`config.mk`:
```
export PLATFORM = sky130hd
export DESIGN_NAME = cwo_config_decode
export DESIGN_NICKNAME = d
export VERILOG_FILES = /design/src/shared/cwo_pkg.sv /design/src/rtl/cwo_lock_ctl.sv /design/src/rtl/cwo_clk_div.sv /design/src/rtl/cwo_config_decode.sv
export SDC_FILE = /design/constraint.sdc
export NUM_CORES = 1
export LEC_CHECK = 0
export ABC_AREA = 0
export BUFFER_PORTS_ARGS = -buffer_cell sky130_fd_sc_hd__buf_2
export CAP_MARGIN = 20
export CORE_MARGIN = 3
export CORE_UTILIZATION = 45
export DETAILED_ROUTE_END_ITERATION = 7
export PLACE_DENSITY = 0.77
export SLEW_MARGIN = 20
export SYNTH_ARGS = -nofsm -noshare
export SYNTH_HDL_FRONTEND = slang
export SYNTH_SLANG_ARGS = --single-unit
```
`constraint.sdc`:
```
create_clock -name REF_CLK_I -period 2.2 [get_ports REF_CLK_I]
set_clock_uncertainty 0.2 [all_clocks]
set_input_delay 0.22 -clock REF_CLK_I [delete_from_list [all_inputs] [get_ports REF_CLK_I]]
set_output_delay 0.22 -clock REF_CLK_I [all_outputs]
set_load 0.02 [all_outputs]
```
`src/shared/cwo_pkg.sv`:
```
package cwo_pkg;
    // ****************************************************************
    // Configuration word addresses
    // ****************************************************************
    localparam logic [21:0] ADDR_CLOCK_LOCK = 22'h300001;
    localparam logic [21:0] ADDR_RESET_POWER = 22'h300002;
    localparam logic [21:0] ADDR_SYSTEM = 22'h300003;
    localparam logic [21:0] ADDR_WDT_MODE_PERIOD = 22'h300004;
    localparam logic [21:0] ADDR_WDT_CLOCK_WINDOW = 22'h300005;
    localparam logic [21:0] ADDR_MEM_PARTITION = 22'h300006;
    localparam logic [21:0] ADDR_WRITE_PROTECT = 22'h300007;
    localparam int NUM_WORDS = 7;

    // ****************************************************************
    // Erased values and writable masks
    // ****************************************************************
    localparam logic [7:0] ERASED_WORD = 8'hFF;
    localparam logic [7:0] RESET_POWER_RESET = 8'h7F;
    localparam logic [7:0] MASK_CLOCK_LOCK = 8'h2B;
    localparam logic [7:0] MASK_RESET_POWER = 8'hFF;
    localparam logic [7:0] MASK_SYSTEM = 8'hBF;
    localparam logic [7:0] MASK_WDT_MODE_PERIOD = 8'h7F;
    localparam logic [7:0] MASK_WDT_CLOCK_WINDOW = 8'h3F;
    localparam logic [7:0] MASK_MEM_PARTITION = 8'h3F;
    localparam logic [7:0] MASK_WRITE_PROTECT = 8'h8F;

    // ****************************************************************
    // Field positions
    // ****************************************************************
    localparam int POS_PRIO_ONCE = 1;
    localparam int POS_CLKOUT_N = 0;
    localparam int POS_BOR_EN = 6;
    localparam int POS_LP_BOR_N = 5;
    localparam int POS_IVT_ONCE = 4;
    localparam int POS_MVEC = 3;
    localparam int POS_PWRT = 1;
    localparam int POS_MCLR_EN = 0;
    localparam int POS_XISA_DIS = 7;
    localparam int POS_LV_PROG = 5;
    localparam int POS_STACK_RST = 4;
    localparam int POS_PPS_ONCE = 3;
    localparam int POS_ZC_DIS = 2;
    localparam int POS_BOR_V = 0;
    localparam int POS_WDT_MODE = 5;
    localparam int POS_WDT_PER = 0;
    localparam int POS_WDT_CLK = 3;
    localparam int POS_WDT_WIN = 0;
    localparam int POS_DEBUG_N = 5;
    localparam int POS_SAF_N = 4;
    localparam int POS_BB_N = 3;
    localparam int POS_BB_SIZE = 0;
    localparam int POS_WP_APP = 7;
    localparam int POS_WP_SAF = 3;
    localparam int POS_WP_EE = 2;
    localparam int POS_WP_CFG = 1;
    localparam int POS_WP_BOOT = 0;

    // ****************************************************************
    // Decoded constants
    // ****************************************************************
    localparam logic [2:0] XOSC_HS = 3'h2;
    localparam logic [2:0] XOSC_XT = 3'h1;
    localparam logic [2:0] XOSC_LP = 3'h0;
    localparam logic [4:0] WDT_PER_SOFT = 5'h1F;
    localparam logic [4:0] WDT_PER_SOFT_LOAD = 5'h0B;
    localparam logic [4:0] WDT_PER_MAX = 5'h12;
    localparam logic [2:0] WDT_CLK_SOFT = 3'h7;
    localparam logic [2:0] WDT_CLK_SEC_OSC = 3'h2;
    localparam logic [2:0] WDT_WIN_SOFT_MIN = 3'h6;
    localparam logic [2:0] BB_SIZE_RESERVED = 3'h0;
    localparam logic [2:0] BB_SIZE_SMALLEST = 3'h7;
    localparam int BB_SMALLEST_WORDS = 512;
    localparam int PFM_WORDS = 65536;
    localparam int PWRT_64MS = 64;
    localparam int PWRT_16MS = 16;
    localparam int PWRT_1MS = 1;
    localparam int CLK_HZ = 50000000;
    localparam int CYC_PER_MS = CLK_HZ / 1000;
    localparam logic [15:0] FOSC4_DIV = 16'h0002;

    typedef enum logic [1:0] {
        CWO_BOR_OFF = 2'h0,
        CWO_BOR_SOFT = 2'h1,
        CWO_BOR_AWAKE = 2'h2,
        CWO_BOR_ALWAYS = 2'h3
    } cwo_mode_e;

    typedef enum logic [3:0] {
        CWO_LOCK_OPEN = 4'h1,
        CWO_LOCK_SET = 4'h2,
        CWO_LOCK_CLEARED = 4'h4,
        CWO_LOCK_FROZEN = 4'h8
    } cwo_lock_e;

    typedef struct packed {
        logic wr;
        logic rd;
        logic [21:0] addr;
        logic [7:0] data;
        logic lv_mode;
        logic bulk_erase;
    } cwo_prog_s;

    typedef struct packed {
        cwo_mode_e bor_mode;
        logic lp_bor_on;
        logic [1:0] bor_level;
        logic mvec_on;
        logic [1:0] pwrt_sel;
        logic [31:0] pwrt_cycles;
        logic mclr_on;
        logic xisa_on;
        logic stack_reset_on;
        logic zc_forced_on;
        logic zc_soft_ok;
        cwo_mode_e wdt_mode;
        logic [4:0] wdt_prescale;
        logic wdt_prescale_soft;
        logic [2:0] wdt_clock;
        logic wdt_clock_soft;
        logic [2:0] wdt_window;
        logic wdt_window_soft;
        logic wdt_keyed;
        logic debug_on;
        logic saf_on;
        logic bb_on;
        logic [16:0] bb_words;
        logic [4:0] wp_mask;
        logic prio_once;
        logic ivt_once;
        logic pps_once;
        logic clkout_on;
    } cwo_opts_s;

    function automatic logic [7:0] cwo_word_mask(input logic [2:0] idx);
        case (idx)
            3'h0: cwo_word_mask = MASK_CLOCK_LOCK;
            3'h1: cwo_word_mask = MASK_RESET_POWER;
            3'h2: cwo_word_mask = MASK_SYSTEM;
            3'h3: cwo_word_mask = MASK_WDT_MODE_PERIOD;
            3'h4: cwo_word_mask = MASK_WDT_CLOCK_WINDOW;
            3'h5: cwo_word_mask = MASK_MEM_PARTITION;
            3'h6: cwo_word_mask = MASK_WRITE_PROTECT;
            default: cwo_word_mask = 8'h00;
        endcase
    endfunction : cwo_word_mask
endpackage : cwo_pkg

```
`src/rtl/cwo_lock_ctl.sv`:
```
`timescale 1ns/1ps
module cwo_lock_ctl
    import cwo_pkg::*;
(
    input wire logic clk_i,
    input wire logic rst_n_i,
    input wire logic once_i,
    input wire logic unlocked_i,
    input wire logic set_req_i,
    input wire logic clr_req_i,
    output logic locked_o
);
    // ****************************************************************
    // One-way lock flag
    // ****************************************************************
    typedef struct packed {
        cwo_lock_e st;
    } cwo_lk_s;

    cwo_lk_s q;
    cwo_lk_s next_q;

    always_comb begin
        next_q = q;
        case (q.st)
            CWO_LOCK_OPEN: begin
                if (set_req_i && unlocked_i) begin
                    next_q.st = CWO_LOCK_SET;
                end
            end
            CWO_LOCK_SET: begin
                if (clr_req_i && unlocked_i) begin
                    next_q.st = once_i ? CWO_LOCK_CLEARED : CWO_LOCK_OPEN;
                end
            end
            CWO_LOCK_CLEARED: begin
                // Second set after a clear freezes the flag until reset.
                if (set_req_i && unlocked_i) begin
                    next_q.st = once_i ? CWO_LOCK_FROZEN : CWO_LOCK_SET;
                end
            end
            CWO_LOCK_FROZEN: begin
                next_q.st = CWO_LOCK_FROZEN;
            end
            default: begin
                next_q.st = CWO_LOCK_OPEN;
            end
        endcase
    end

    always_ff @(posedge clk_i or negedge rst_n_i) begin
        if (!rst_n_i) begin
            q.st <= CWO_LOCK_OPEN;
        end else begin
            q <= next_q;
        end
    end

    assign locked_o = (q.st == CWO_LOCK_SET) || (q.st == CWO_LOCK_FROZEN);
endmodule : cwo_lock_ctl

```
`src/rtl/cwo_clk_div.sv`:
```
`timescale 1ns/1ps
module cwo_clk_div
    import cwo_pkg::*;
(
    input wire logic clk_i,
    input wire logic rst_n_i,
    input wire logic run_i,
    output logic clk_o
);
    // ****************************************************************
    // Fosc/4 output toggle
    // ****************************************************************
    typedef struct packed {
        logic [15:0] cnt;
        logic lvl;
    } cwo_div_s;

    cwo_div_s q;
    cwo_div_s next_q;

    always_comb begin
        next_q = q;
        if (!run_i) begin
            next_q.cnt = 16'h0000;
            next_q.lvl = 1'b0;
        end else if (q.cnt == FOSC4_DIV - 16'h0001) begin
            next_q.cnt = 16'h0000;
            next_q.lvl = !q.lvl;
        end else begin
            next_q.cnt = q.cnt + 16'h0001;
        end
    end

    always_ff @(posedge clk_i or negedge rst_n_i) begin
        if (!rst_n_i) begin
            q <= '0;
        end else begin
            q <= next_q;
        end
    end

    assign clk_o = q.lvl;
endmodule : cwo_clk_div

```
`src/rtl/cwo_config_decode.sv`:
```
`timescale 1ns/1ps
// Behaviour
// - Priority lock once-only when option is one.
// - Clock out ignored in crystal modes.
// - Decode two-bit brown-out enable, low-power bit.
// - Vector table lock once-only when option set.
// - Multivector bit selects vectored or legacy interrupts.
// - Power-up timer select: off, 64, 16, 1 ms.
// - Low-voltage programming forces master clear pin.
// - Refuse clearing low-voltage enable over that interface.
// - Extended instruction bit one means legacy mode.
// - Stack fault reset enable bit.
// - Pin-select lock settable once when option set.
// - Zero-cross detector forced on when bit zero.
// - Brown-out threshold from two-bit field.
// - Watchdog mode field decode.
// - Watchdog prescaler loaded from period field.
// - Watchdog clock source selection.
// - Watchdog window and keyed access selection.
// - Debugger enabled when bit is zero.
// - Storage flash and boot block active-low enables.
// - Boot block size doubles, clamped to half.
// - Boot size changes only while block disabled.
// - Active-low write protects, erased only by bulk erase or reset.
module cwo_config_decode
    import cwo_pkg::*;
(
    input wire logic REF_CLK_I,
    input wire logic RST_N_I,
    input cwo_prog_s PROG_I,
    input wire logic [2:0] EXT_OSC_MODE_I,
    input wire logic LOAD_I,
    input wire logic PRIO_UNLOCKED_I,
    input wire logic PRIO_SET_I,
    input wire logic PRIO_CLR_I,
    input wire logic IVT_UNLOCKED_I,
    input wire logic IVT_SET_I,
    input wire logic IVT_CLR_I,
    input wire logic PPS_UNLOCKED_I,
    input wire logic PPS_SET_I,
    input wire logic PPS_CLR_I,
    input wire logic SOFT_BOR_I,
    input wire logic SLEEP_I,
    input wire logic WDT_SOFT_EN_I,
    output logic [7:0] PROG_RDATA_O,
    output logic PROG_REFUSED_O,
    output cwo_opts_s OPTS_O,
    output logic BOR_ACTIVE_O,
    output logic WDT_ACTIVE_O,
    output logic PRIO_LOCKED_O,
    output logic IVT_LOCKED_O,
    output logic PPS_LOCKED_O,
    output logic CLK_OUT_O,
    output logic CLK_OUT_ON_O
);
    // ****************************************************************
    // State
    // ****************************************************************
    typedef struct packed {
        logic [NUM_WORDS-1:0][7:0] nvm;
        cwo_opts_s opts;
        logic [7:0] rdata;
        logic refused;
    } cwo_top_s;

    cwo_top_s q;
    cwo_top_s next_q;
    logic [2:0] widx;
    logic hit;
    logic [7:0] mask;
    logic [7:0] wdat;
    logic [7:0] w_lock;
    logic [7:0] w_rp;
    logic [7:0] w_sys;
    logic [7:0] w_wmp;
    logic [7:0] w_wcw;
    logic [7:0] w_mp;
    logic [7:0] w_wp;
    logic crystal;
    logic [16:0] bb_calc;

    always_comb begin
        hit = 1'b1;
        widx = 3'h0;
        case (PROG_I.addr)
            ADDR_CLOCK_LOCK: widx = 3'h0;
            ADDR_RESET_POWER: widx = 3'h1;
            ADDR_SYSTEM: widx = 3'h2;
            ADDR_WDT_MODE_PERIOD: widx = 3'h3;
            ADDR_WDT_CLOCK_WINDOW: widx = 3'h4;
            ADDR_MEM_PARTITION: widx = 3'h5;
            ADDR_WRITE_PROTECT: widx = 3'h6;
            default: hit = 1'b0;
        endcase
    end

    assign mask = cwo_word_mask(widx);
    assign w_lock = q.nvm[0];
    assign w_rp = q.nvm[1];
    assign w_sys = q.nvm[2];
    assign w_wmp = q.nvm[3];
    assign w_wcw = q.nvm[4];
    assign w_mp = q.nvm[5];
    assign w_wp = q.nvm[6];

    // ****************************************************************
    // Programming writes and option decode
    // ****************************************************************
    always_comb begin
        next_q = q;
        next_q.refused = 1'b0;
        // Bits outside the writable mask keep old values; programming only clears bits, except that low-voltage writes force the low-voltage enable to one.
        wdat = q.nvm[widx] & (PROG_I.data | ~mask);
        if (PROG_I.lv_mode && (widx == 3'h2) && !PROG_I.data[POS_LV_PROG]) begin
            wdat[POS_LV_PROG] = 1'b1;
        end
        if (!w_mp[POS_BB_N] && (widx == 3'h5)) begin
            wdat[POS_BB_SIZE +: 3] = w_mp[POS_BB_SIZE +: 3];
            wdat[POS_BB_N] = 1'b0;
        end
        if (PROG_I.bulk_erase) begin
            for (int i = 0; i < NUM_WORDS; i++) begin
                next_q.nvm[i] = ERASED_WORD & cwo_word_mask(3'(i));
            end
        end else if (PROG_I.wr && hit) begin
            // Cleared protect bits survive until bulk erase or reset.
            next_q.nvm[widx] = wdat;
            next_q.refused = (wdat != (PROG_I.data & mask));
        end
        if (PROG_I.rd && hit) begin
            next_q.rdata = q.nvm[widx];
        end
        if (LOAD_I) begin
            next_q.opts.prio_once = w_lock[POS_PRIO_ONCE];
            next_q.opts.ivt_once = w_rp[POS_IVT_ONCE];
            next_q.opts.pps_once = w_sys[POS_PPS_ONCE];
            next_q.opts.clkout_on = !w_lock[POS_CLKOUT_N];
            next_q.opts.bor_mode = cwo_mode_e'(w_rp[POS_BOR_EN +: 2]);
            next_q.opts.lp_bor_on = !w_rp[POS_LP_BOR_N];
            next_q.opts.mvec_on = w_rp[POS_MVEC];
            next_q.opts.pwrt_sel = w_rp[POS_PWRT +: 2];
            case (w_rp[POS_PWRT +: 2])
                2'h2: next_q.opts.pwrt_cycles = 32'(PWRT_64MS * CYC_PER_MS);
                2'h1: next_q.opts.pwrt_cycles = 32'(PWRT_16MS * CYC_PER_MS);
                2'h0: next_q.opts.pwrt_cycles = 32'(PWRT_1MS * CYC_PER_MS);
                default: next_q.opts.pwrt_cycles = 32'h00000000;
            endcase
            next_q.opts.mclr_on = w_sys[POS_LV_PROG] || w_rp[POS_MCLR_EN];
            next_q.opts.xisa_on = !w_sys[POS_XISA_DIS];
            next_q.opts.stack_reset_on = w_sys[POS_STACK_RST];
            next_q.opts.zc_forced_on = !w_sys[POS_ZC_DIS];
            next_q.opts.zc_soft_ok = w_sys[POS_ZC_DIS];
            next_q.opts.bor_level = w_sys[POS_BOR_V +: 2];
            next_q.opts.wdt_mode = cwo_mode_e'(w_wmp[POS_WDT_MODE +: 2]);
            // Only the all-ones code hands the prescaler to software.
            if (w_wmp[POS_WDT_PER +: 5] == WDT_PER_SOFT) begin
                next_q.opts.wdt_prescale = WDT_PER_SOFT_LOAD;
                next_q.opts.wdt_prescale_soft = 1'b1;
            end else begin
                next_q.opts.wdt_prescale = w_wmp[POS_WDT_PER +: 5];
                next_q.opts.wdt_prescale_soft = 1'b0;
            end
            next_q.opts.wdt_clock = w_wcw[POS_WDT_CLK +: 3];
            next_q.opts.wdt_clock_soft = (w_wmp[POS_WDT_MODE +: 2] != 2'h0)
                && (w_wcw[POS_WDT_CLK +: 3] == WDT_CLK_SOFT);
            next_q.opts.wdt_window = w_wcw[POS_WDT_WIN +: 3];
            next_q.opts.wdt_window_soft = w_wcw[POS_WDT_WIN +: 3] >= WDT_WIN_SOFT_MIN;
            next_q.opts.wdt_keyed = w_wcw[POS_WDT_WIN +: 3] < WDT_WIN_SOFT_MIN;
            next_q.opts.debug_on = !w_mp[POS_DEBUG_N];
            next_q.opts.saf_on = !w_mp[POS_SAF_N];
            next_q.opts.bb_on = !w_mp[POS_BB_N];
            next_q.opts.bb_words = w_mp[POS_BB_N] ? 17'h00000 : bb_calc;
            next_q.opts.wp_mask = {!w_wp[POS_WP_APP],
                !w_wp[POS_WP_SAF] && !w_mp[POS_SAF_N],
                !w_wp[POS_WP_EE],
                !w_wp[POS_WP_CFG],
                !w_wp[POS_WP_BOOT] && !w_mp[POS_BB_N]};
        end
    end

    // Size doubles per step below the smallest code; reserved code is clamped too.
    always_comb begin
        bb_calc = 17'(BB_SMALLEST_WORDS) << (BB_SIZE_SMALLEST - w_mp[POS_BB_SIZE +: 3]);
        if ((w_mp[POS_BB_SIZE +: 3] == BB_SIZE_RESERVED) || (bb_calc > 17'(PFM_WORDS / 2))) begin
            bb_calc = 17'(PFM_WORDS / 2);
        end
    end

    always_ff @(posedge REF_CLK_I or negedge RST_N_I) begin
        if (!RST_N_I) begin
            for (int i = 0; i < NUM_WORDS; i++) begin
                q.nvm[i] <= ERASED_WORD & cwo_word_mask(3'(i));
            end
            q.nvm[1] <= RESET_POWER_RESET;
            q.opts <= '0;
            q.rdata <= 8'h00;
            q.refused <= 1'b0;
        end else begin
            q <= next_q;
        end
    end

    // ****************************************************************
    // Live option effects
    // ****************************************************************
    assign crystal = (EXT_OSC_MODE_I == XOSC_HS) || (EXT_OSC_MODE_I == XOSC_XT)
        || (EXT_OSC_MODE_I == XOSC_LP);
    assign CLK_OUT_ON_O = q.opts.clkout_on && !crystal;

    cwo_clk_div u_div (
        .clk_i(REF_CLK_I),
        .rst_n_i(RST_N_I),
        .run_i(CLK_OUT_ON_O),
        .clk_o(CLK_OUT_O)
    );

    always_comb begin
        case (q.opts.bor_mode)
            CWO_BOR_ALWAYS: BOR_ACTIVE_O = 1'b1;
            CWO_BOR_AWAKE: BOR_ACTIVE_O = !SLEEP_I;
            CWO_BOR_SOFT: BOR_ACTIVE_O = SOFT_BOR_I;
            default: BOR_ACTIVE_O = 1'b0;
        endcase
        case (q.opts.wdt_mode)
            CWO_BOR_ALWAYS: WDT_ACTIVE_O = 1'b1;
            CWO_BOR_AWAKE: WDT_ACTIVE_O = !SLEEP_I;
            CWO_BOR_SOFT: WDT_ACTIVE_O = WDT_SOFT_EN_I;
            default: WDT_ACTIVE_O = 1'b0;
        endcase
    end

    cwo_lock_ctl u_prio (
        .clk_i(REF_CLK_I),
        .rst_n_i(RST_N_I),
        .once_i(q.opts.prio_once),
        .unlocked_i(PRIO_UNLOCKED_I),
        .set_req_i(PRIO_SET_I),
        .clr_req_i(PRIO_CLR_I),
        .locked_o(PRIO_LOCKED_O)
    );

    cwo_lock_ctl u_ivt (
        .clk_i(REF_CLK_I),
        .rst_n_i(RST_N_I),
        .once_i(q.opts.ivt_once),
        .unlocked_i(IVT_UNLOCKED_I),
        .set_req_i(IVT_SET_I),
        .clr_req_i(IVT_CLR_I),
        .locked_o(IVT_LOCKED_O)
    );

    // With the once option set, pin-select clears are masked, so a single set already freezes it.
    cwo_lock_ctl u_pps (
        .clk_i(REF_CLK_I),
        .rst_n_i(RST_N_I),
        .once_i(q.opts.pps_once),
        .unlocked_i(PPS_UNLOCKED_I),
        .set_req_i(PPS_SET_I),
        .clr_req_i(PPS_CLR_I & ~q.opts.pps_once),
        .locked_o(PPS_LOCKED_O)
    );

    assign OPTS_O = q.opts;
    assign PROG_RDATA_O = q.rdata;
    assign PROG_REFUSED_O = q.refused;
endmodule : cwo_config_decode

```
### After elaboration in Yosys (flattened, before gate mapping)

Index checks and enable logic that the tools add are counted.

| storage, ports and cells | value |
|---|---|
| output and inout port bits | 107 |
| flip-flop bits (word level) | 185 |

| cells by class | value |
|---|---|
| reductions and logical operators | 50 |
| mux-type cells | 41 |
| order comparisons | 5 |
| add/sub/neg operators | 2 |
| bitwise logic cells | 6 |
| shift operators | 1 |
| equality and inequality tests | 49 |

Operators by type and width:

| cell | count |
|---|---|
| $eq A22 B22 Y1 const B | 7 |
| $mux W56 | 2 |
| $pmux W22 S3 | 1 |
| $bwmux W56 | 1 |
| $mux W4 | 13 |
| $mux W17 | 3 |
| $pmux W4 S4 | 3 |
| $pmux W8 S6 | 1 |
| $bmux W8 S3 | 1 |
| $demux W8 S3 | 1 |
| $ne A2 B1 Y1 const B | 9 |
| $pmux W3 S6 | 1 |
| $gt A17 B16 Y1 const B | 1 |
| $shl A10 B3 Y17 const A | 1 |
| $add A16 B1 Y16 const B | 1 |
| $and A8 B8 Y8 | 2 |
| $eq A16 B1 Y1 const B | 1 |
| $logic_and A1 B1 Y1 | 16 |
| $logic_not A1 Y1 | 16 |
| $mux W16 | 1 |
| $mux W8 | 2 |
| $eq A3 B3 Y1 const B | 4 |
| $eq A4 B1 Y1 const B | 3 |
| $eq A4 B2 Y1 const B | 3 |
| 29 further kinds | 60 |

### Logic depth before layout (Yosys ltp)

Gate-level depths: netlist (run 1).

| logic depth | value |
|---|---|
| word-level depth | 12 |
| depth in mapped cells | 10 |
| gate-level depth less buffers | 8 |

### Hierarchy

Synthesis (run 1) repeated with hierarchy kept, for this count alone.

| unflattened totals | value |
|---|---|
| cell total of the unflattened synthesis | 760 |
| area total of the unflattened synthesis | 7,848.8 sq um |

Modules (own cells, without submodules):

| module | area an instance (sq um) | sequential area each (sq um) | times used | cells an instance |
|---|---|---|---|---|
| cwo_config_decode | 6,062.1 | 3,080.5 | 1 | 585 |
| cwo_lock_ctl | 307.8 | 101.3 | 3 | 30 |
| cwo_clk_div | 863.3 | 425.4 | 1 | 85 |

### Least setup slack after synthesis (run 1)

Ideal clock, no wire load.

| path | value |
|---|---|
| path type | input port to flip-flop |
| start point | in PROG_I[26] (netlist name) |
| end point | reg q, in the netlist PROG_REFUSED_O |
| buffers on the path | 0 |
| path slack | -0.393 ns |
| data arrival time | 2.270 ns |
| stages on the path | 8 |
| cell sequence | nor4b_1 nand4_2 nor2_2 mux2_2 and3_1 o21ai_0 nand4_1 o31a_1 |

RTL lines:

| element | RTL line | text |
|---|---|---|
| from (decl) | cwo_config_decode.sv:30 | `input cwo_prog_s PROG_I,` |
| to (signal assigned) | cwo_config_decode.sv:199 | `q <= next_q;` |
| to (decl) | cwo_config_decode.sv:66 | `cwo_top_s q;` |

### Worst setup path after layout (run 1)

| path | value |
|---|---|
| start point | in PROG_I[13] (netlist name) |
| end point | reg q, in the netlist w_lock[5] |

| on the way | value |
|---|---|
| cells in the longest elaborated chain, start to end | 12 |
| elaborated cells between the ends (all ways) | 37 |

RTL lines:

| element | RTL line | text |
|---|---|---|
| $eq A22 B22 Y1 | cwo_config_decode.sv:85 | `case (PROG_I.addr)` |
| $pmux W3 S6 | cwo_config_decode.sv:85 |  |
| $eq A3 B3 Y1 | cwo_pkg.sv:136 | `case (idx)` |
| $reduce_or A2 Y1 (no source line) | -- |  |
| $pmux W8 S6 | cwo_pkg.sv:136 |  |
| $not A8 Y8 | cwo_config_decode.sv:113 | `wdat = q.nvm[widx] & (PROG_I.data \| ~mask);` |
| $or A8 B8 Y8 | cwo_config_decode.sv:113 |  |
| $and A8 B8 Y8 | cwo_config_decode.sv:113 |  |
| $mux W1 | cwo_config_decode.sv:114 | `if (PROG_I.lv_mode && (widx == 3'h2) && !PROG_I.data[POS_LV_PROG]) begin` |
| $bwmux W56 | cwo_config_decode.sv:127 | `next_q.nvm[widx] = wdat;` |
| $mux W56 | cwo_config_decode.sv:125 | `end else if (PROG_I.wr && hit) begin` |
| $mux W56 | cwo_config_decode.sv:121 | `if (PROG_I.bulk_erase) begin` |

Parallel ways exist; a longest one is shown, timed or not. The select of a mux whose other input is x is not followed.
A chain may end at the register's enable or synchronous reset.

==> results of run 1 <==
## how the worst min path moves through the flow
| stage | endpoint | slack (ps) | depth (start not counted) |
|---|---|---|---|
| floorplan | OPTS_O[0] | -280 | 0 |
| global placement | u_div.q[11] | -50 | 1 |
| detailed placement | u_div.q[9] | -40 | 1 |
| CTS | w_sys[6] | 8 | 3 |
| global route | w_sys[3] | 20 | 4 |
| finish | w_lock[3] | 30 | 4 |
## per-layer routing
metal | routed length [microns] | track usage, % | share of wire [%] | vias to the layer above
li1 | - | - | - | 3418
met1 | 10430 | 34.53 | 41 | 3574
met2 | 12090 | 41.47 | 47 | 348
met3 | 2048 | 5.594 | 8.0 | 66
met4 | 924 | 10.87 | 3.6 | 0
met5 | 0 | 0 | 0 | -
## synth_stat cells (all sizes together) (3+ instances only)
cell type  number
and2            6
o31a            6
mux2i          15
o21a            3
xor2            9
xnor2           8
nand3          26
nor4b           6
a22o            3
o211ai          9
nand2b          3
or3             8
nor2b          20
nand4          12
nor2           95
or2             5
nor3b           4
mux2           38
inv            46
dfrtp         105
a211o           3
o21ai          44
nor3           16
nand2          69
a32o            3
o22ai          11
and3           12
a22oi           7
buf            48
dfstp          45
a211oi          3
clkbuf         21
nor4           13
o21bai          3
ha              6
a21oi          60
## state kept, by name (all words and copies together), names as in the netlist
signal and flops:
OPTS_O 56, PROG_RDATA_O 8, PROG_REFUSED_O 1, u_div.clk_o 1, u_div.q 16, u_ivt.q 4, u_pps.q 4, u_prio.q 4
w_lock 8, w_mp 8, w_rp 8, w_sys 8, w_wcw 8, w_wmp 8, w_wp 8
## cells by family after synthesis
family,synth area share [%]
xor gates and xnor gates,1.886
adders and majority gates,0.9508
other,0.04750
buffers and inverters,7.432
and+or+nand+nor,19.38
AOI/OAI and AO/OA,14.72
muxes,7.322
DFF,48.26
## layout make-up
class | instances | area [sq um]
clock inverters | 8 | 81.33
multi-input cells | 585 | 4024
well taps | 220 | 275.3
repair buffers | 309 | 2237
inverters | 47 | 176.4
flip-flops and latches | 150 | 3810
fillers | 1310 | 5749
clock buffers | 24 | 524.3
## per-stage QoR
step	setup WS [ps]	setup TNS (ps)	instances	instance area, sq um
6_report	-132.1	-891.6	1343	11130
5_1_grt	-180.1	-1791	1343	11130
4_1_cts	-90.45	-547.3	1337	10900
3_5_place_dp	-611.6	-29200	1281	9892
3_3_place_gp	-655.5	-29920	1281	9892
2_1_floorplan	-220.4	-2771	851	8164
## cells in the final DEF (no fill, tap or decap), types with 13 or more instances in the layout
cell	instances
a21oi_1	38
a21oi_2	20
buf_2	124
buf_4	142
buf_6	18
clkbuf_16	19
conb_1	28
dfrtp_1	105
dfstp_2	45
dlygate4sd3_1	14
inv_1	46
mux2_2	35
mux2i_1	15
nand2_1	65
nand3_1	25
nor2_1	92
nor2b_1	18
o21ai_0	30
o21ai_1	13
## repair_timing
item | 4_1_cts | 5_1_grt
buffers inserted | 10 | 7
pin swaps | 23 | 25
hold buffers | 14 | 0
hold endpoints to repair | 132 | 0
resized for setup | 41 | 40
setup endpoints to repair | 46 | 56
## power groups by stage
stage | Combinational, mW | Clock [mW] | Sequential, mW
2_1_floorplan | 0.651 | 0 | 2.98
3_3_place_gp | 1.00 | 0 | 3.00
3_5_place_dp | 1.02 | 0 | 3.00
4_1_cts | 1.08 | 3.00 | 2.95
5_1_grt | 1.19 | 3.14 | 2.97
6_report | 1.10 | 2.95 | 2.96
## worst min-delay path, cell delays in order
cell and delay [ps]:
buf_2 110, nand3_1 110, buf_12 140, a21oi_1 60
==> impl_metrics.xml, run 1 <==
<?xml version="1.0" encoding="UTF-8"?>
<metrics>
  <group name="layout">
    <metric name="antenna_fix_cells" unit="">0</metric>
    <metric name="nets" unit="">1168</metric>
    <metric name="fraction_of_final_layout_cells_with_drive_strength_greater_than_1" unit="%">43.46</metric>
    <metric name="post-route-util" unit="%">65.94</metric>
    <metric name="area_delta_synth_final" unit="%">40.95</metric>
  </group>
  <group name="worst_setup_path">
    <metric name="r2r_cells" unit="">8</metric>
    <metric name="timing.rr.start" unit="">w_wcw[7]</metric>
    <metric name="slowest_stage" unit="">or3_4</metric>
    <metric name="cpMostUsedCell" unit="">buf_6</metric>
    <metric name="cp.required" unit="ps">2350</metric>
    <metric name="worstSetupPathDepth" unit="">12</metric>
    <metric name="worst-endpoint-arrival" unit="ps">2480</metric>
    <metric name="critPathCapture" unit="">w_lock[5]</metric>
    <metric name="timing_worst_setup_path_type" unit="">in -&gt; reg</metric>
    <metric name="setup.worst_path.end_class" unit="">register</metric>
    <metric name="critPathLaunch" unit="">PROG_I[13]</metric>
    <metric name="crit-reg2reg-capture" unit="">PROG_REFUSED_O</metric>
    <metric name="worstPathBufferInverterCount" unit="">4</metric>
    <metric name="critical_path.startpoint_type" unit="">input port</metric>
    <metric name="flop_to_flop_setup_slack" unit="ps">-70</metric>
    <metric name="worst_path_largest_cell_delay" unit="ps">330</metric>
    <metric name="critical_path_fanouts_max" unit="">7</metric>
    <metric name="critPathTopFamily" unit="">compound AO/OA/AOI/OAI gates</metric>
    <metric name="crit_path_cell_trace" unit="">buf_6 &gt; buf_6 &gt; nor3_4 &gt; buf_6 &gt; nand2_4 &gt; or3_4 &gt; a32o_1 &gt; a211o_1 &gt; a22o_1 &gt; a41oi_4 &gt; buf_6 &gt; a21oi_2</metric>
  </group>
  <group name="drt">
    <metric name="route.final.wire_length" unit="mm">25.49</metric>
    <metric name="first_pass_iters" unit="">5</metric>
    <metric name="post_drt_via_cell_ratio" unit="">5.515</metric>
    <metric name="count_of_routing_violations_after_the_opening_detailed_route_iteration" unit="">565</metric>
    <metric name="drc" unit="">0</metric>
    <metric name="antenna_violating_nets_post_route" unit="">0</metric>
    <metric name="via_count" unit="">7406</metric>
    <metric name="drt-wirelength-per-cell" unit="microns">18.98</metric>
  </group>
  <group name="power_and_ir_drop">
    <metric name="net-switching-power" unit="mW">1.886</metric>
    <metric name="seqPwrFrac" unit="%">42.1</metric>
    <metric name="power.ir.vdd_worst" unit="uV">507.5</metric>
    <metric name="power.density" unit="nW/um^2">630.4</metric>
    <metric name="clock_power_share" unit="%">42.1</metric>
    <metric name="p_total" unit="mW">7.015</metric>
    <metric name="combinationalPowerShare" unit="%">15.7</metric>
    <metric name="total_leakage_power" unit="nW">5.033</metric>
    <metric name="p_int" unit="mW">5.130</metric>
    <metric name="sw_frac_of_total" unit="%">26.88</metric>
  </group>
  <group name="hold_path">
    <metric name="hold_path_startpoint" unit="">PROG_I[5]</metric>
    <metric name="hold_path_class" unit="">in -&gt; reg</metric>
  </group>
  <group name="placement">
    <metric name="dp_hpwl" unit="mm">18.83</metric>
    <metric name="gpl.final_weighted_congestion" unit="">1.022</metric>
    <metric name="io_buffers" unit="">130</metric>
  </group>
  <group name="floorplanning">
    <metric name="floorplan.die.width" unit="microns">138.5</metric>
    <metric name="die_h" unit="microns">138.5</metric>
    <metric name="floorplan.initialDensity" unit="%">46.78</metric>
    <metric name="boundaryPins" unit="">159</metric>
    <metric name="core_region_area" unit="sq um">16880</metric>
    <metric name="die_area" unit="sq um">19170</metric>
    <metric name="placementRows" unit="">47</metric>
  </group>
  <group name="sta">
    <metric name="max_slew.worst_pin.slew" unit="ps">546.5</metric>
    <metric name="report.final.setup_viol" unit="">17</metric>
    <metric name="achievable-frequency" unit="GHz">0.4288</metric>
    <metric name="finalHoldViolCount" unit="">0</metric>
    <metric name="finalCriticalPeriod" unit="ps">2332</metric>
    <metric name="final-max-slew-violation-count" unit="">0</metric>
    <metric name="max_slew_headroom_at_the_worst_pin" unit="%">63.44</metric>
    <metric name="unrepaired_setup_endpoints_after_global_routing" unit="">yes</metric>
    <metric name="min_period_over_period" unit="%">106.0</metric>
    <metric name="hold_slack" unit="ps">29.94</metric>
    <metric name="fin_ws" unit="ps">-132.1</metric>
  </group>
  <group name="clocking">
    <metric name="clk-insertion-delay-late" unit="ps">430</metric>
    <metric name="cts-htree-levels" unit="">4</metric>
    <metric name="clockBufferDepth" unit="">2</metric>
    <metric name="cts-buffers-inserted" unit="">17</metric>
    <metric name="clkTransAtPathRegs" unit="ps">60</metric>
    <metric name="cts_tree" unit="">built</metric>
    <metric name="clockRootBuffer" unit="">clkbuf_16</metric>
    <metric name="clock-sinks" unit="">150</metric>
  </group>
  <group name="grt">
    <metric name="grt_usage" unit="%">25.99</metric>
    <metric name="initial_antenna_violation_count" unit="">0</metric>
    <metric name="grt_pass1_vias" unit="">7246</metric>
    <metric name="global_route.overflow_total" unit="">0</metric>
    <metric name="largest_net_degree_at_the_start_of_global_routing" unit="">74</metric>
    <metric name="grt_pass1_wl" unit="mm">39.52</metric>
  </group>
  <group name="outcome">
    <metric name="status" unit="">finished with violations</metric>
    <metric name="violations" unit="">setup timing</metric>
  </group>
  <group name="yosys">
    <metric name="yosysWarningCount" unit="">0</metric>
    <metric name="synth.ff_latch_count" unit="">150</metric>
    <metric name="netlist_area" unit="sq um">7895</metric>
    <metric name="ys_types" unit="">74</metric>
    <metric name="netlist_instances" unit="">824</metric>
    <metric name="synth.yosys.seq_area_share" unit="%">48.26</metric>
    <metric name="synth_top_cells_by_area" unit="">dfrtp_1, dfstp_2, mux2_2, nor2_1, a21oi_1</metric>
    <metric name="post_synthesis_average_cell_area" unit="sq um">9.581</metric>
    <metric name="synth_top_area_share" unit="%">33.28</metric>
    <metric name="synthArstFlopShare" unit="%">100.0</metric>
    <metric name="synth-main-ff-cell" unit="">dfrtp_1</metric>
    <metric name="synthDominantAreaCellType" unit="">dfrtp_1</metric>
    <metric name="synth_edf_count" unit="">0</metric>
  </group>
  <group name="flow_run">
    <metric name="maxCapViolCount" unit="">0</metric>
  </group>
</metrics>
Note: power is estimated with default switching activity, not from simulation.
==> inputs of run 2 (changes only) <==
--- a/config.mk
+++ b/config.mk
@@ -8,11 +8,11 @@
 export ABC_AREA = 0
 export BUFFER_PORTS_ARGS = -buffer_cell sky130_fd_sc_hd__buf_2
 export CAP_MARGIN = 20
-export CORE_MARGIN = 3
+export CORE_MARGIN = 1
 export CORE_UTILIZATION = 45
 export DETAILED_ROUTE_END_ITERATION = 7
 export PLACE_DENSITY = 0.77
-export SLEW_MARGIN = 20
+export SLEW_MARGIN = 40
 export SYNTH_ARGS = -nofsm -noshare
 export SYNTH_HDL_FRONTEND = slang
 export SYNTH_SLANG_ARGS = --single-unit
==> constraint.sdc (replaced) <==
create_clock -name REF_CLK_I -period 2.2 [get_ports REF_CLK_I]
set_clock_uncertainty 0.2 [all_clocks]
set_input_delay 0.33 -clock REF_CLK_I [delete_from_list [all_inputs] [get_ports REF_CLK_I]]
set_output_delay 0.33 -clock REF_CLK_I [all_outputs]
set_load 0.02 [all_outputs]
==> run 2 against run 1 <==
  * The run still ends with setup timing left
  * Register-to-register slack lost 40 ps
  * Clock-buffer cell count shrank 6
  * Core utilization shrank 1.6 points
  * Critical path type unchanged
  * Critical endpoint is now w_wmp[5]
==> impl_metrics.xml, run 2 (same netlist as run 1, synthesis figures left out) <==
<?xml version="1.0" encoding="UTF-8"?>
<metrics>
  <group name="drt">
    <metric name="drc" unit="">0</metric>
    <metric name="route.final.wire_length" unit="mm">24.80</metric>
    <metric name="first_pass_iters" unit="">5</metric>
    <metric name="drt-wirelength-per-cell" unit="microns">18.67</metric>
    <metric name="post_drt_via_cell_ratio" unit="">5.578</metric>
    <metric name="via_count" unit="">7408</metric>
    <metric name="count_of_routing_violations_after_the_opening_detailed_route_iteration" unit="">532</metric>
    <metric name="antenna_violating_nets_post_route" unit="">0</metric>
  </group>
  <group name="power_and_ir_drop">
    <metric name="power.ir.vdd_worst" unit="uV">606.4</metric>
    <metric name="p_total" unit="mW">7.093</metric>
    <metric name="power.density" unit="nW/um^2">639.2</metric>
    <metric name="total_leakage_power" unit="nW">4.963</metric>
  </group>
  <group name="layout">
    <metric name="area_occupied_by_multi_input_gates" unit="sq um">4126</metric>
    <metric name="antenna_fix_cells" unit="">0</metric>
    <metric name="post-route-util" unit="%">64.38</metric>
    <metric name="most-common-layout-cells" unit="">buf_4, buf_2, dfrtp_1, nor2_1, nand2_1</metric>
    <metric name="filler_cell_count" unit="">1292</metric>
    <metric name="final_design_area_no_fill" unit="sq um">11100</metric>
    <metric name="combined_flip_flop_and_latch_cell_area" unit="sq um">3810</metric>
    <metric name="nets" unit="">1148</metric>
    <metric name="largest_reg_flops" unit="">56</metric>
    <metric name="area_delta_synth_final" unit="%">40.55</metric>
    <metric name="mostFrequentLayoutCell" unit="">buf_4</metric>
    <metric name="fraction_of_final_layout_cells_with_drive_strength_greater_than_1" unit="%">44.88</metric>
  </group>
  <group name="hold_path">
    <metric name="hold_path_class" unit="">in -&gt; reg</metric>
  </group>
  <group name="worst_setup_path">
    <metric name="crit-reg2reg-capture" unit="">PROG_REFUSED_O</metric>
    <metric name="critPathCapture" unit="">w_wmp[5]</metric>
    <metric name="cp.required" unit="ps">2360</metric>
    <metric name="worstPathBufferInverterCount" unit="">4</metric>
    <metric name="worstSetupPathDepth" unit="">12</metric>
    <metric name="worst-endpoint-arrival" unit="ps">2520</metric>
    <metric name="cpMostUsedCell" unit="">buf_6</metric>
    <metric name="worst_path_largest_cell_delay" unit="ps">380</metric>
    <metric name="critical_path.startpoint_type" unit="">input port</metric>
    <metric name="r2r_cells" unit="">8</metric>
    <metric name="crit_path_cell_trace" unit="">buf_6 &gt; buf_6 &gt; nor3_4 &gt; buf_12 &gt; nand2_4 &gt; or3_4 &gt; a32o_1 &gt; a211o_1 &gt; a22o_1 &gt; a41oi_4 &gt; buf_6 &gt; a21oi_2</metric>
    <metric name="setup.worst_path.end_class" unit="">register</metric>
    <metric name="timing.rr.start" unit="">w_rp[7]</metric>
    <metric name="flop_to_flop_setup_slack" unit="ps">-110</metric>
    <metric name="critPathTopFamily" unit="">compound AO/OA/AOI/OAI gates</metric>
    <metric name="critPathLaunch" unit="">PROG_I[13]</metric>
    <metric name="slowest_stage" unit="">or3_4</metric>
    <metric name="critical_path_fanouts_max" unit="">5</metric>
    <metric name="timing_worst_setup_path_type" unit="">in -&gt; reg</metric>
  </group>
  <group name="clocking">
    <metric name="clk-insertion-delay-late" unit="ps">440</metric>
    <metric name="clock-sinks" unit="">150</metric>
    <metric name="clkTransAtPathRegs" unit="ps">60</metric>
    <metric name="cts-htree-levels" unit="">4</metric>
    <metric name="clockBufferDepth" unit="">2</metric>
    <metric name="cts_tree" unit="">built</metric>
    <metric name="clockRootBuffer" unit="">clkbuf_16</metric>
    <metric name="cts-buffers-inserted" unit="">17</metric>
  </group>
  <group name="sta">
    <metric name="achievable-frequency" unit="GHz">0.4244</metric>
    <metric name="fin_ws" unit="ps">-156.3</metric>
    <metric name="max_slew.worst_pin.slew" unit="ps">652.6</metric>
    <metric name="finalCriticalPeriod" unit="ps">2356</metric>
    <metric name="finalHoldViolCount" unit="">0</metric>
    <metric name="min_period_over_period" unit="%">107.1</metric>
    <metric name="report.final.setup_viol" unit="">22</metric>
    <metric name="max_slew_headroom_at_the_worst_pin" unit="%">56.34</metric>
    <metric name="unrepaired_setup_endpoints_after_global_routing" unit="">yes</metric>
    <metric name="final-max-slew-violation-count" unit="">0</metric>
    <metric name="final.setup.tns" unit="ps">-1451</metric>
  </group>
  <group name="outcome">
    <metric name="status" unit="">finished with violations</metric>
    <metric name="violations" unit="">setup timing</metric>
  </group>
  <group name="grt">
    <metric name="grt_pass1_wl" unit="mm">38.55</metric>
    <metric name="global_route.overflow_total" unit="">0</metric>
    <metric name="largest_net_degree_at_the_start_of_global_routing" unit="">74</metric>
    <metric name="grt_pass1_vias" unit="">7175</metric>
    <metric name="initial_antenna_violation_count" unit="">0</metric>
    <metric name="grt_usage" unit="%">27.96</metric>
  </group>
  <group name="placement">
    <metric name="placedInstanceArea" unit="sq um">9741</metric>
    <metric name="io_buffers" unit="">130</metric>
    <metric name="gpl.final_weighted_congestion" unit="">1.057</metric>
    <metric name="dp_hpwl" unit="mm">17.61</metric>
    <metric name="dp_slack" unit="ps">-674.7</metric>
  </group>
  <group name="floorplanning">
    <metric name="die_h" unit="microns">134.5</metric>
    <metric name="die_area" unit="sq um">18080</metric>
    <metric name="placementRows" unit="">48</metric>
    <metric name="floorplan.die.width" unit="microns">134.5</metric>
    <metric name="core_region_area" unit="sq um">17240</metric>
    <metric name="boundaryPins" unit="">159</metric>
    <metric name="floorplan.initialDensity" unit="%">45.80</metric>
  </group>
  <group name="flow_run">
    <metric name="maxCapViolCount" unit="">0</metric>
  </group>
</metrics>
[run 2: power by group]
part | switching (mW) | internal (mW)
combinational | 0.622 | 0.460
clock | 1.30 | 1.76
sequential | 0.0993 | 2.85
[run 2: cell type report]
cell class | instances | area share, %
multi-input combinational | 585 | 37.19
sequential | 150 | 34.33
timing repair buffer | 289 | 18.80
clock buffer | 18 | 3.958
tap | 225 | 2.537
inverter | 47 | 1.601
clock inverter | 14 | 1.590
[run 2: how the worst min path moves through the flow]
stage	cells after the start	slack, ps	endpoint	startpoint
6_report	4	40	u_ivt.q[2]	IVT_SET_I
5_1_grt	4	50	u_ivt.q[2]	IVT_SET_I
4_1_cts	4	6	u_ivt.q[2]	IVT_SET_I
3_5_place_dp	1	110	u_div.q[8]	RST_N_I
3_3_place_gp	1	100	u_div.q[5]	RST_N_I
2_1_floorplan	0	-170	OPTS_O[0]	RST_N_I
[run 2: metal layers]
layer  share of wire [%]  GRT usage [%]  vias to the layer above
met5                   0              0                        -
met4                 4.2          11.49                        0
met3                 7.7          5.593                       84
met2                  48          45.39                      385
li1                    -              -                     3376
met1                  40          36.63                     3563
[run 2: worst min-delay path, stage by stage]
cell     delay [ps]
buf_2            90
nand2_1          60
nand3_1          70
o21ai_0          70
[run 2: per-stage QoR]
stage | instances | hold slack [ps]
floorplan | 851 | -165.6
global placement | 1270 | 102.9
detailed placement | 1270 | 108.0
CTS | 1321 | 5.515
global route | 1328 | 46.58
finish | 1328 | 35.08
[run 2: repair_timing]
item / CTS / global route
gates resized for setup: 54 / 69
pin swaps: 42 / 37
endpoints found under the setup margin: 52 / 59
buffers inserted: 14 / 11
hold buffers: 5 / 0
endpoints found under the hold margin: 33 / 0
